--- config.mk ---
export PLATFORM = sky130hd
export DESIGN_NAME = ima_top
export DESIGN_NICKNAME = d
export VERILOG_FILES = /design/src/ima_pkg.sv /design/src/ima_chan.sv /design/src/ima_top.sv
export SDC_FILE = /design/constraint.sdc
export NUM_CORES = 1
export LEC_CHECK = 0
export ABC_AREA = 0
export BUFFER_PORTS_ARGS = -buffer_cell sky130_fd_sc_hd__buf_2
export CORE_MARGIN = 2
export CORE_UTILIZATION = 34
export CTS_BUF_LIST = sky130_fd_sc_hd__clkbuf_8
export DETAILED_ROUTE_END_ITERATION = 16
export PLACE_DENSITY = 0.66
export SLEW_MARGIN = 0
export SYNTH_ARGS = -nofsm -noshare
export SYNTH_HDL_FRONTEND = slang
export SYNTH_SLANG_ARGS = --single-unit
export TNS_END_PERCENT = 20
--- constraint.sdc ---
create_clock -name i_clk -period 3.3 [get_ports i_clk]
set_input_delay 0.33 -clock i_clk [delete_from_list [all_inputs] [get_ports i_clk]]
set_output_delay 0.33 -clock i_clk [all_outputs]
set_load 0.005 [all_outputs]
--- src/ima_pkg.sv ---
// package for the inbound message interrupt action block
// assumes one core clock; shared by the top and the per-source channel
// ============================================================
// constants and types
// ============================================================
package ima_pkg;

	// register bus geometry
	localparam int ADDR_W = 8;
	localparam int DATA_W = 32;

	// register offsets (byte addresses)
	localparam logic [7:0] OFS_STATUS = 8'he8; // irq_status_reg
	localparam logic [7:0] OFS_CTRL = 8'hec; // inbound_irq_action_control
	localparam logic [7:0] OFS_MASK = 8'hf0; // interrupt mask
	localparam logic [7:0] OFS_GATE = 8'hf4; // msi enable / legacy disable

	// sources, pins and selector fields
	localparam int N_SRC = 4;
	localparam int N_PIN = 4;
	localparam int SEL_W = 3;
	localparam int SEL_LSB_BASE = 0;
	localparam int CTRL_USED = 12;

	// reset values
	localparam logic [11:0] CTRL_RST = 12'h000;
	localparam logic [3:0] STATUS_RST = 4'h0;
	localparam logic [3:0] MASK_RST = 4'h0;
	localparam logic [1:0] GATE_RST = 2'h0;

	// gate register bit positions
	localparam int GATE_MSI_EN_BIT = 0;
	localparam int GATE_INTX_DIS_BIT = 1;

	// selector encodings
	localparam logic [2:0] SEL_OFF = 3'h0;
	localparam logic [2:0] SEL_MSI = 3'h1;
	localparam logic [2:0] SEL_INTA = 3'h2;
	localparam logic [2:0] SEL_INTB = 3'h3;
	localparam logic [2:0] SEL_INTC = 3'h4;
	localparam logic [2:0] SEL_INTD = 3'h5;

	// kinds of upstream message
	typedef enum logic [1:0] {
		MK_MSI,
		MK_ASSERT,
		MK_DEASSERT
	} ima_kind_t;

	// one upstream message request
	typedef struct packed {
		ima_kind_t kind;
		logic [1:0] pin;
		logic [1:0] src;
	} ima_msg_t;

endpackage : ima_pkg

--- src/ima_chan.sv ---
// one inbound message source: sticky status bit and pending msi request
// assumes synchronous inputs on the core clock; clear is a write-one pulse
`timescale 1ns/1ps
// ============================================================
// per-source channel
// ============================================================
module ima_chan (
	// clock and reset
	input wire logic i_clk,
	input wire logic i_rstn,
	// status events
	input wire logic i_set,
	input wire logic i_clr,
	// configuration
	input wire logic [2:0] i_sel,
	input wire logic i_msi_en,
	// msi grant from the arbiter
	input wire logic i_msi_take,
	// state
	output logic o_status,
	output logic o_msi_pend
);

	logic next_status;
	logic next_msi_pend;
	logic rise;
	logic fire_msi;

	// status set by far-side write, cleared by write one; set wins
	assign next_status = i_set | (o_status & ~i_clr); // RULE14
	assign rise = i_set & ~o_status;

	// msi only on a rising status, selector msi, msi enabled
	assign fire_msi = rise & (i_sel == ima_pkg::SEL_MSI) & i_msi_en; // RULE10 RULE6 RULE5
	// pending drops when taken or when msi gets disabled; new fire wins
	assign next_msi_pend = fire_msi | (o_msi_pend & ~i_msi_take & i_msi_en); // RULE6

	// state flops
	always_ff @(posedge i_clk) begin
		if (!i_rstn) begin
			o_status <= 1'b0;
			o_msi_pend <= 1'b0;
		end else begin
			o_status <= next_status;
			o_msi_pend <= next_msi_pend;
		end
	end

endmodule // ima_chan

--- src/ima_top.sv ---
// inbound message interrupt action selector with register port
// assumes synchronous inputs, one core clock, an upstream requester with ready
// How it works
// [RULE1] bits 2:0 choose the action for inbound message source 0
// [RULE2] bits 5:3 choose the action for inbound message source 1
// [RULE3] bits 8:6 choose the action for inbound message source 2
// [RULE4] bits 11:9 choose the action for inbound message source 3
// [RULE5] act when status sets; for legacy pins also act when it clears
// [RULE6] an msi goes out only while the msi enable bit is set; an msi loaded before it clears still goes out
// [RULE7] legacy pin asserts are suppressed while the legacy disable bit is set; a pin already asserted still gets its deassert; a loaded assert still goes out
// [RULE8] software keeps a selector unchanged while its status bit is set
// [RULE9] selector zero masks the source: no message at all
// [RULE10] selector one sends an msi for the source
// [RULE11] selector two drives pin A assert and deassert messages
// [RULE12] selectors three to five drive pins B, C and D
// [RULE13] selectors six and seven are reserved; software never writes them
// [RULE14] far-side write sets the status bit; writing one clears it
// [RULE15] assert on rise, deassert on clear, one outstanding assert per pin
`timescale 1ns/1ps
// ============================================================
// top
// ============================================================
module ima_top (
	// clock and reset
	input wire logic i_clk,
	input wire logic i_rstn,
	// register port
	input wire logic [7:0] i_addr,
	input wire logic [31:0] i_wr_data,
	input wire logic i_wr,
	input wire logic i_rd,
	output logic [31:0] o_rd_data,
	// far-side outbound message writes, one pulse per source
	input wire logic [3:0] i_far_msg_wr,
	// upstream message request
	output logic o_msg_valid,
	output ima_pkg::ima_msg_t o_msg,
	input wire logic i_msg_ready,
	// interrupt to local software
	output logic o_irq
);

	// ============================================================
	// declarations
	// ============================================================
	logic [11:0] ctrl;
	logic [3:0] mask;
	logic [1:0] gate;
	logic [3:0] status;
	logic [3:0] msi_pend;
	logic [3:0] pin_sent;
	logic [3:0] pin_want;
	logic [2:0] sel [4];
	logic [3:0] pin_hit [4];
	logic [3:0] status_clr;
	logic [3:0] msi_take;
	logic [3:0] pin_take;
	logic [3:0] next_pin_sent;
	logic [31:0] rd_word;
	logic [31:0] next_rd_data;
	logic hit_status;
	logic hit_ctrl;
	logic hit_mask;
	logic hit_gate;
	logic wr_status;
	logic wr_ctrl;
	logic wr_mask;
	logic wr_gate;
	logic msi_en;
	logic intx_dis;
	logic load;
	logic cand_valid;
	ima_pkg::ima_msg_t cand;
	logic [3:0] pin_pick;
	logic [3:0] msi_pick;

	// ============================================================
	// register decode
	// ============================================================
	// address match per register
	assign hit_status = (i_addr == ima_pkg::OFS_STATUS);
	assign hit_ctrl = (i_addr == ima_pkg::OFS_CTRL);
	assign hit_mask = (i_addr == ima_pkg::OFS_MASK);
	assign hit_gate = (i_addr == ima_pkg::OFS_GATE);

	// write strobes per register
	assign wr_status = i_wr & hit_status;
	assign wr_ctrl = i_wr & hit_ctrl;
	assign wr_mask = i_wr & hit_mask;
	assign wr_gate = i_wr & hit_gate;

	// gate bits
	assign msi_en = gate[ima_pkg::GATE_MSI_EN_BIT];
	assign intx_dis = gate[ima_pkg::GATE_INTX_DIS_BIT];

	// read mux, unmapped reads as zero
	assign rd_word = hit_status ? {28'h0000000, status} :
		hit_ctrl ? {20'h00000, ctrl} :
		hit_mask ? {28'h0000000, mask} :
		hit_gate ? {30'h00000000, gate} : 32'h00000000;
	// read data only in the cycle after the strobe
	assign next_rd_data = i_rd ? rd_word : 32'h00000000;

	// write-one-to-clear of status
	assign status_clr = wr_status ? i_wr_data[3:0] : 4'h0;

	// ============================================================
	// registers
	// ============================================================
	// control, mask, gate and read data
	always_ff @(posedge i_clk) begin
		if (!i_rstn) begin
			ctrl <= ima_pkg::CTRL_RST;
			mask <= ima_pkg::MASK_RST;
			gate <= ima_pkg::GATE_RST;
			o_rd_data <= 32'h00000000;
		end else begin
			if (wr_ctrl) begin
				ctrl <= i_wr_data[ima_pkg::CTRL_USED-1:0];
			end
			if (wr_mask) begin
				mask <= i_wr_data[3:0];
			end
			if (wr_gate) begin
				gate <= i_wr_data[1:0];
			end
			o_rd_data <= next_rd_data;
		end
	end

	// local interrupt: any sticky status bit whose mask bit is set
	assign o_irq = |(status & mask);

	// ============================================================
	// selector fields and channels
	// ============================================================
	// field i sits at lsb base + 3*i: 2:0, 5:3, 8:6, 11:9
	assign sel[0] = ctrl[ima_pkg::SEL_LSB_BASE +: ima_pkg::SEL_W]; // RULE1
	assign sel[1] = ctrl[ima_pkg::SEL_LSB_BASE + ima_pkg::SEL_W +: ima_pkg::SEL_W]; // RULE2
	assign sel[2] = ctrl[ima_pkg::SEL_LSB_BASE + 2*ima_pkg::SEL_W +: ima_pkg::SEL_W]; // RULE3
	assign sel[3] = ctrl[ima_pkg::SEL_LSB_BASE + 3*ima_pkg::SEL_W +: ima_pkg::SEL_W]; // RULE4

	// one channel per source, plus its pin decode
	for (genvar i = 0; i < ima_pkg::N_SRC; i++) begin : g_src
		ima_chan u_chan (
			.i_clk(i_clk),
			.i_rstn(i_rstn),
			.i_set(i_far_msg_wr[i]),
			.i_clr(status_clr[i]),
			.i_sel(sel[i]),
			.i_msi_en(msi_en),
			.i_msi_take(msi_take[i]),
			.o_status(status[i]),
			.o_msi_pend(msi_pend[i])
		);
		// pin p selected by code INTA+p; zero, msi and reserved hit nothing
		for (genvar p = 0; p < ima_pkg::N_PIN; p++) begin : g_pin
			assign pin_hit[p][i] = (sel[i] == 3'(ima_pkg::SEL_INTA + p)); // RULE11 RULE12 RULE9
		end
	end

	// pin wanted while any source on it holds status; off when disabled
	for (genvar p = 0; p < ima_pkg::N_PIN; p++) begin : g_want
		assign pin_want[p] = (|(status & pin_hit[p])) & ~intx_dis; // RULE5 RULE7
	end

	// ============================================================
	// arbiter: pin changes first, then msi, lowest index first
	// ============================================================
	always_comb begin
		cand_valid = 1'b0;
		cand = '0;
		pin_pick = 4'h0;
		msi_pick = 4'h0;
		// msi requests, scanned downward so index 0 wins; none while msi is disabled
		for (int i = ima_pkg::N_SRC - 1; i >= 0; i--) begin
			if (msi_pend[i] && msi_en) begin // RULE6
				cand_valid = 1'b1;
				msi_pick = 4'h1 << i;
				cand.kind = ima_pkg::MK_MSI; // RULE10
				cand.pin = 2'h0;
				cand.src = 2'(i);
			end
		end
		// pin level changes override msi
		for (int p = ima_pkg::N_PIN - 1; p >= 0; p--) begin
			if (pin_want[p] != pin_sent[p]) begin
				cand_valid = 1'b1;
				msi_pick = 4'h0;
				pin_pick = 4'h1 << p;
				cand.kind = pin_want[p] ? ima_pkg::MK_ASSERT : ima_pkg::MK_DEASSERT; // RULE15
				cand.pin = 2'(p);
				cand.src = 2'h0;
			end
		end
	end

	// output slot free when empty or being accepted
	assign load = ~o_msg_valid | i_msg_ready;
	assign msi_take = load ? msi_pick : 4'h0;
	assign pin_take = load ? pin_pick : 4'h0;
	// a granted pin message flips the outstanding state of that pin
	assign next_pin_sent = pin_sent ^ pin_take; // RULE15

	// ============================================================
	// message output stage
	// ============================================================
	always_ff @(posedge i_clk) begin
		if (!i_rstn) begin
			o_msg_valid <= 1'b0;
			o_msg <= '0;
			pin_sent <= 4'h0;
		end else begin
			pin_sent <= next_pin_sent;
			if (load) begin
				o_msg_valid <= cand_valid;
				o_msg <= cand;
			end
		end
	end
endmodule // ima_top

# ---- Yosys cells after proc, flatten, opt, wreduce, memory -nomap -nowiden
# Cells that the tools add are included.
dict set report classes {
  eq_ne 28
  n_mux 39
  bitwise 63
  reduce_logical 12
}
# op n
set op_table {}
lappend op_table {{2-to-1 mux 4 bit} 17}
lappend op_table {{2-to-1 mux 6 bit} 7}
lappend op_table {{AND 1 bit} 32}
lappend op_table {{== test 8 bit, second input constant} 4}
lappend op_table {{== test 3 x 2 -> 1 bit, second input constant} 8}
lappend op_table {{== test 3 bit, second input constant} 8}
lappend op_table {{AND 4 bit} 5}
lappend op_table {{OR reduction 4 bit} 5}
lappend op_table {{inverter 1 bit} 16}
lappend op_table {{== test 3 x 1 -> 1 bit, second input constant} 4}
lappend op_table {{2-to-1 mux 12 bit} 1}
lappend op_table {{2-to-1 mux 2 bit} 6}
lappend op_table {{bitwise OR 1 bit} 9}
lappend op_table {{2-to-1 mux 1 bit} 8}
lappend op_table {{OR reduction 5 bit} 1}
lappend op_table {{logical AND 1 bit} 4}
lappend op_table {{!= test 1 bit} 4}
lappend op_table {{bitwise XOR 4 bit} 1}
lappend op_table {{OR reduction 3 bit} 1}
lappend op_table {{AND reduction 2 bit} 1}
dict set report word_totals {
  ff_bits 69
  input_bits 49
  out_inout_bits 40
  elab_cells 161
}

# ---- Logic depth before layout (Yosys ltp)
dict set report logic_depth {
  depth_word 14
  mapped_depth 10
  depth_no_buf 10
}

# ---- Modules after synthesis
# From an unflattened synthesis, not the netlist that was laid out.
dict set report hier_totals {
  hier_cells 296
  area_unflattened_um2 2538.7
}
# module n_inst cells_per_inst area_each_um2 seq_area_each_um2
set modules_own_cells {}
lappend modules_own_cells {ima_top 1 264 2198.4 820.8}
lappend modules_own_cells {ima_chan 4 8 85.1 40.0}

# ---- Worst setup path before layout
# Ideal clock, no wire load.
dict set report synth_path {
  path_type {register to register}
  start {register ctrl[11]}
  end {register g_src[3].u_chan.o_msi_pend}
  setup_time_ns 0.134
  arrival_ns 1.901
  required_time_ns 3.166
  path_slack_ns 1.265
  path_stages_with_launch 7
  n_path_buf 0
  period_less_slack_ns 2.035
  cell_sequence {dfxtp_1 -> nor4bb_1 -> a31oi_1 -> a21oi_1 -> mux2_2 -> nor4b_1 -> a21oi_1}
}
dict set report synth_between {
  elab_chain_cells 14
  elab_cells_between_ends 32
  classes_between {eq/ne: 9; mux: 5; bitwise: 14; reduce/logical: 4}
}
# element line
set synth_lines {}
lappend synth_lines {{start, declared} ima_top.sv:46} ;# logic [11:0] ctrl;
lappend synth_lines {{start signal, assigned} ima_top.sv:113} ;# ctrl <= ima_pkg::CTRL_RST;
lappend synth_lines {{start signal, assigned} ima_top.sv:119} ;# ctrl <= i_wr_data[ima_pkg::CTRL_USED-1:0];
lappend synth_lines {{== test 3 bit} ima_top.sv:158} ;# assign pin_hit[p][i] = (sel[i] == 3'(ima_pkg::SEL_INTA + p));
lappend synth_lines {{AND 4 bit} ima_top.sv:164} ;# assign pin_want[p] = (|(status & pin_hit[p])) & ~intx_dis;
lappend synth_lines {{OR reduction 4 bit} ima_top.sv:164}
lappend synth_lines {{AND 1 bit} ima_top.sv:164}
lappend synth_lines {{!= test 1 bit} ima_top.sv:187} ;# if (pin_want[p] != pin_sent[p]) begin
lappend synth_lines {{2-to-1 mux 4 bit (4 in series)} ima_top.sv:187}
lappend synth_lines {{2-to-1 mux 4 bit} ima_top.sv:200} ;# assign msi_take = load ? msi_pick : 4'h0;
lappend synth_lines {{inverter 1 bit} ima_chan.sv:36} ;# assign next_msi_pend = fire_msi | (o_msi_pend & ~i_msi_take & i_msi_en);
lappend synth_lines {{AND 1 bit (2 in series)} ima_chan.sv:36}
lappend synth_lines {{bitwise OR 1 bit *} ima_chan.sv:36}
lappend synth_lines {{end signal, assigned} ima_chan.sv:45} ;# o_msi_pend <= next_msi_pend;
lappend synth_lines {{end, declared} ima_chan.sv:21} ;# output logic o_msi_pend
# Every way passes the cells marked *; elsewhere a longest branch is shown, timed or not.
# A chain may end at the register's enable or synchronous reset.

# ---- Worst setup path after layout
dict set report layout_path {
  start {register g_src[3].u_chan.o_status}
  end {register o_msg[1] (netlist bit)}
}
dict set report layout_between {
  elab_chain_cells 8
  elab_cells_between_ends 20
  classes_between {eq/ne: 4; mux: 4; bitwise: 8; reduce/logical: 4}
}
# element line
set layout_lines {}
lappend layout_lines {{start, declared} ima_chan.sv:20} ;# output logic o_status,
lappend layout_lines {{start signal, assigned} ima_chan.sv:44} ;# o_status <= next_status;
lappend layout_lines {{AND 4 bit} ima_top.sv:164}
lappend layout_lines {{OR reduction 4 bit} ima_top.sv:164}
lappend layout_lines {{AND 1 bit} ima_top.sv:164}
lappend layout_lines {{!= test 1 bit} ima_top.sv:187}
lappend layout_lines {{2-to-1 mux 6 bit (3 in series)} ima_top.sv:187}
lappend layout_lines {{2-to-1 mux 6 bit *} ima_top.sv:187}
lappend layout_lines {{end signal, assigned} ima_top.sv:217} ;# o_msg <= cand;
lappend layout_lines {{end, declared} ima_top.sv:37} ;# output ima_pkg::ima_msg_t o_msg,
# Marked as above.

==> reports/summary.md <==
For this design the static power due to leakage is 0.00126 µW. The share of the yosys chip area belonging to registers is 0.395. Setup violations remaining at the end of the flow were counted as 0. Endpoint of the most critical register-to-register path: o_msg[1]. The vertical die dimension is 89.5 µm, and the estimated wirelength of the detail-placed design is 4120 µm. In the synthesized netlist the dominant register cell turns out to be dfxtp_1.

In the post-route analysis, the smallest setup slack over all paths is 0.814 ns. The tools report the count of endpoints failing hold in the final timing report as 0. The tools report the element type at the critical path start as a register. The transition time of the tightest slew-check pin works out to 0.816 ns. Following the worst setup path forward leads to its endpoint at o_msg[1]. The relative slew slack is 0.452, and the clock transition at the register clock pins on the worst setup and hold paths after CTS is 0.10 ns.

In this run the number of H-tree levels came out at 2. The first TritonRoute pass finished after 4 iterations. TritonCTS built the clock tree. In the detailed route, the total length drawn on met3 is 302 µm. For this run the aggregate overflow at the end of global routing stands at 0.

In the routed design, unresolved DRC markers number 0. For the pin count of the biggest net entering global routing, the log shows 24. In this run, synthesis inferred 0 flip-flops with an integrated enable. The floorplan step defined a core boundary enclosing 7180 µm².

Tracing the worst setup path back leads to its startpoint at g_src[3].u_chan.o_status. The highest metal layer carrying signal wires in the routed design is met4. The ratio of cells with drive above 1 in the final layout is 0.196, and the minimum setup slack among reg-to-reg paths is 0.81 ns.

The area growth from synthesis to layout is 14.8%, and the total negative slack is 0 ns. The critical path is of the reg -> reg type. The final RePlAce weighted congestion is 0.865, and the antenna violation net count after detailed routing is 0. The cell sitting at the root of the clock tree is a clkbuf_8.

Sorting the synthesized cells by area gives the leading types as dfxtp_1 (39%), mux2i_1 (8.9%), nor2_1 (6.5%). The initial cell density of the core is 0.346. The die covers 8010 µm². Dividing total power by cell area gives a power density of 358 nW/µm².

The run finished with clean final reports. The tightest min-delay check is of the in -> reg type. In the routed layout, each cell is associated on average with a via count of 4.83. The clock drives 49 sinks. Most used standard cell by instance count after synthesis: dfxtp_1. The tools report the kind of capture point of the worst setup path as a register.

The tools report the total inserted antenna cells as 0. For the post-CTS resize count, the log shows 0. After detailed routing, the average wire length per cell comes to 12.6 µm.

In this run the worst path has a maximum fanout of 8. The gate count of the mapped netlist came out at 283. Across the VDD grid, the largest voltage drop is 0.164 mV. Timing analysis after detailed placement gives a worst setup slack of 0.886 ns. The run gives 0 as the post-CTS setup-driven buffer insertion count. After routing the design area is 2850 µm². The area fraction in compound gates after synthesis is 0.140. The flip-flop and latch count after synthesis is 49. A synthesized cell averages 8.78 µm². The logs give 5 for the number of clock buffers inserted by TritonCTS and 382 for the final net count.

In this run, post-CTS hold repair placed 0 buffers. The synthesized design spends more area on one cell type than any other, namely dfxtp_1. The startpoint identified for the worst register-to-register timing path is g_src[3].u_chan.o_status.

The total number of placement rows was 31; the number of pins with negative max-slew slack in the final report was 0. The die is 89.5 µm wide. The logs give 2510 µm for the met2 wire length and 0 for the initial antenna violation count. The area of all sequential standard cells was 981 µm²; the detailed-route wire length was 5420 µm. The mux share of post-synthesis cell area came out at 0.103.

The clock period could shrink to 2.49 ns. For the worst setup path, the data required time is 3.55 ns. Data arrives at the worst endpoint at 2.74 ns. The run gives 1858 as the via count of the first global-routing pass. The share of synthesized flip-flops with an asynchronous set or reset is 0, and the number of filler cells placed in the layout is 725.

Max-cap violations in this run came to 0. For the standard cell area after detailed placement, the log shows 2760 µm². After synthesis, the most frequently instantiated cells are dfxtp_1 (49), nor2_1 (43), mux2i_1 (22). The cell depth of the worst flop-to-flop path is 6. The fraction of the mapped netlist area in adder cells was 0.0222. After synthesis, the largest family of logic cells by area is simple AND/OR/NAND/NOR gates. The number of design-rule violations left by the first detailed-router iteration was 124; the number of distinct library cells after synthesis was 51.

The run gives 2081 as the via count of the routed design. The maximum number of buffers from clock root to sink is 2. The synthesized netlist occupies a cell area of 2480 µm². The yosys synthesis warning count was 0; the total of buffers placed on input and output ports was 48.

Based on the critical path, the design can be clocked at up to 0.402 GHz. Between clock sinks in the finished design, the worst skew comes to 0.0148 ns. The total global routing track utilization came out at 0.144. The run gives 1360 µm² as the area occupied by multi-input gates.

The met1 wire length is 2560 µm. The area share of xor/xnor cells in the synthesized design is 0.0141, and the post-route fraction of the period consumed by the critical path is 0.753. The first global-routing pass estimated 8940 µm of wire. 89 I/O pins were placed. The simple-gate share of the synthesized area is 0.236, and the fraction of post-synthesis cell area in the top cell type by area is 0.395.

The clock latency reported for the late side of the worst-skew pair was 0.30 ns. Setup repair after global routing left no endpoint under its margin.
-- placed cells by master, fill, tap and decap left out, drive strengths merged, types with 3 or more instances in the layout --
| master | count |
|---|---|
| xnor2 | 4 |
| a21oi | 14 |
| dfxtp | 49 |
| nand2 | 20 |
| inv | 10 |
| nor4bb | 5 |
| mux2i | 23 |
| nand4b | 6 |
| nor2b | 4 |
| buf | 50 |
| and2 | 9 |
| nand2b | 4 |
| nor2 | 43 |
| nor3 | 6 |
| clkbuf | 6 |
| conb | 20 |
| nand3 | 7 |
| o21ai | 10 |
| a32o | 3 |
| maj3 | 3 |
-- report_power, final --
part           internal, µW  switching (µW)
clock                   170             194
combinational          22.3            32.1
sequential              595            8.00
total                   787             234
-- layout make-up --
class                      count  share of cell area
timing repair buffer          50              0.0895
clock inverter                 2             0.00483
clock buffer                   6              0.0290
multi-input combinational    215               0.476
sequential                    49               0.344
inverter                      10              0.0132
tap                           99              0.0434
-- state kept, by name (all words and copies together), names as in the netlist, named ones only --
name / flops
mask: 4
g_src.u_chan.o_msi_pend: 4
o_rd_data: 12
g_src.u_chan.o_status: 4
pin_sent: 3
gate: 2
o_msg: 6
o_msg_valid: 1
ctrl: 12
-- cells by family (layout without fill, tap and decap cells) --
group / after synthesis / count (layout)
adder cells (fa/ha/maj): 5 / 5
other: 1 / 20
XOR/XNOR: 4 / 4
buffers and inverters: 38 / 68
flip-flops: 49 / 49
multiplexers: 25 / 25
AO/OA/AOI/OAI: 48 / 48
AND/OR/NAND/NOR: 113 / 113
-- worst min path at each step --
stage | cells past startpoint | from | slack (ns) | to
6_report | 3 | i_far_msg_wr[2] | 0.26 | g_src[2].u_chan.o_status
3_3_place_gp | 1 | o_msg[5] | 0.45 | o_msg[5]
4_1_cts | 3 | i_far_msg_wr[2] | 0.25 | g_src[2].u_chan.o_status
3_5_place_dp | 1 | o_msg[5] | 0.45 | o_msg[5]
5_1_grt | 3 | i_wr_data[6] | 0.27 | ctrl[6]
2_1_floorplan | 2 | i_far_msg_wr[0] | 0.45 | g_src[0].u_chan.o_status
-- through the flow --
stage | utilization | total power (µW) | std cells | hold slack, ns
after floorplan | - | 659 | 302 | 0.447
after global placement | 0.384 | 669 | 423 | 0.450
after detailed placement | 0.384 | 670 | 423 | 0.449
after CTS | 0.397 | 1040 | 431 | 0.251
after global routing | 0.397 | 1080 | 431 | 0.267
final | 0.397 | 1020 | 431 | 0.261
-- metal layers --
metal | GRT usage | vias to the layer above
li1 | - | 1053
met1 | 0.197 | 967
met2 | 0.228 | 59
met3 | 0.0314 | 2
met4 | 0.0448 | 0
met5 | 0 | -
-- critical path, cell delays in order, from the launching register on --
cell,delay [ns]
dfxtp_1,0.50
nor4bb_1,0.25
a31oi_1,0.07
a21oi_1,0.56
mux2_2,0.47
nor4b_1,0.40
a22o_1,0.20
No activity file was read; power rests on OpenSTA's default activity.
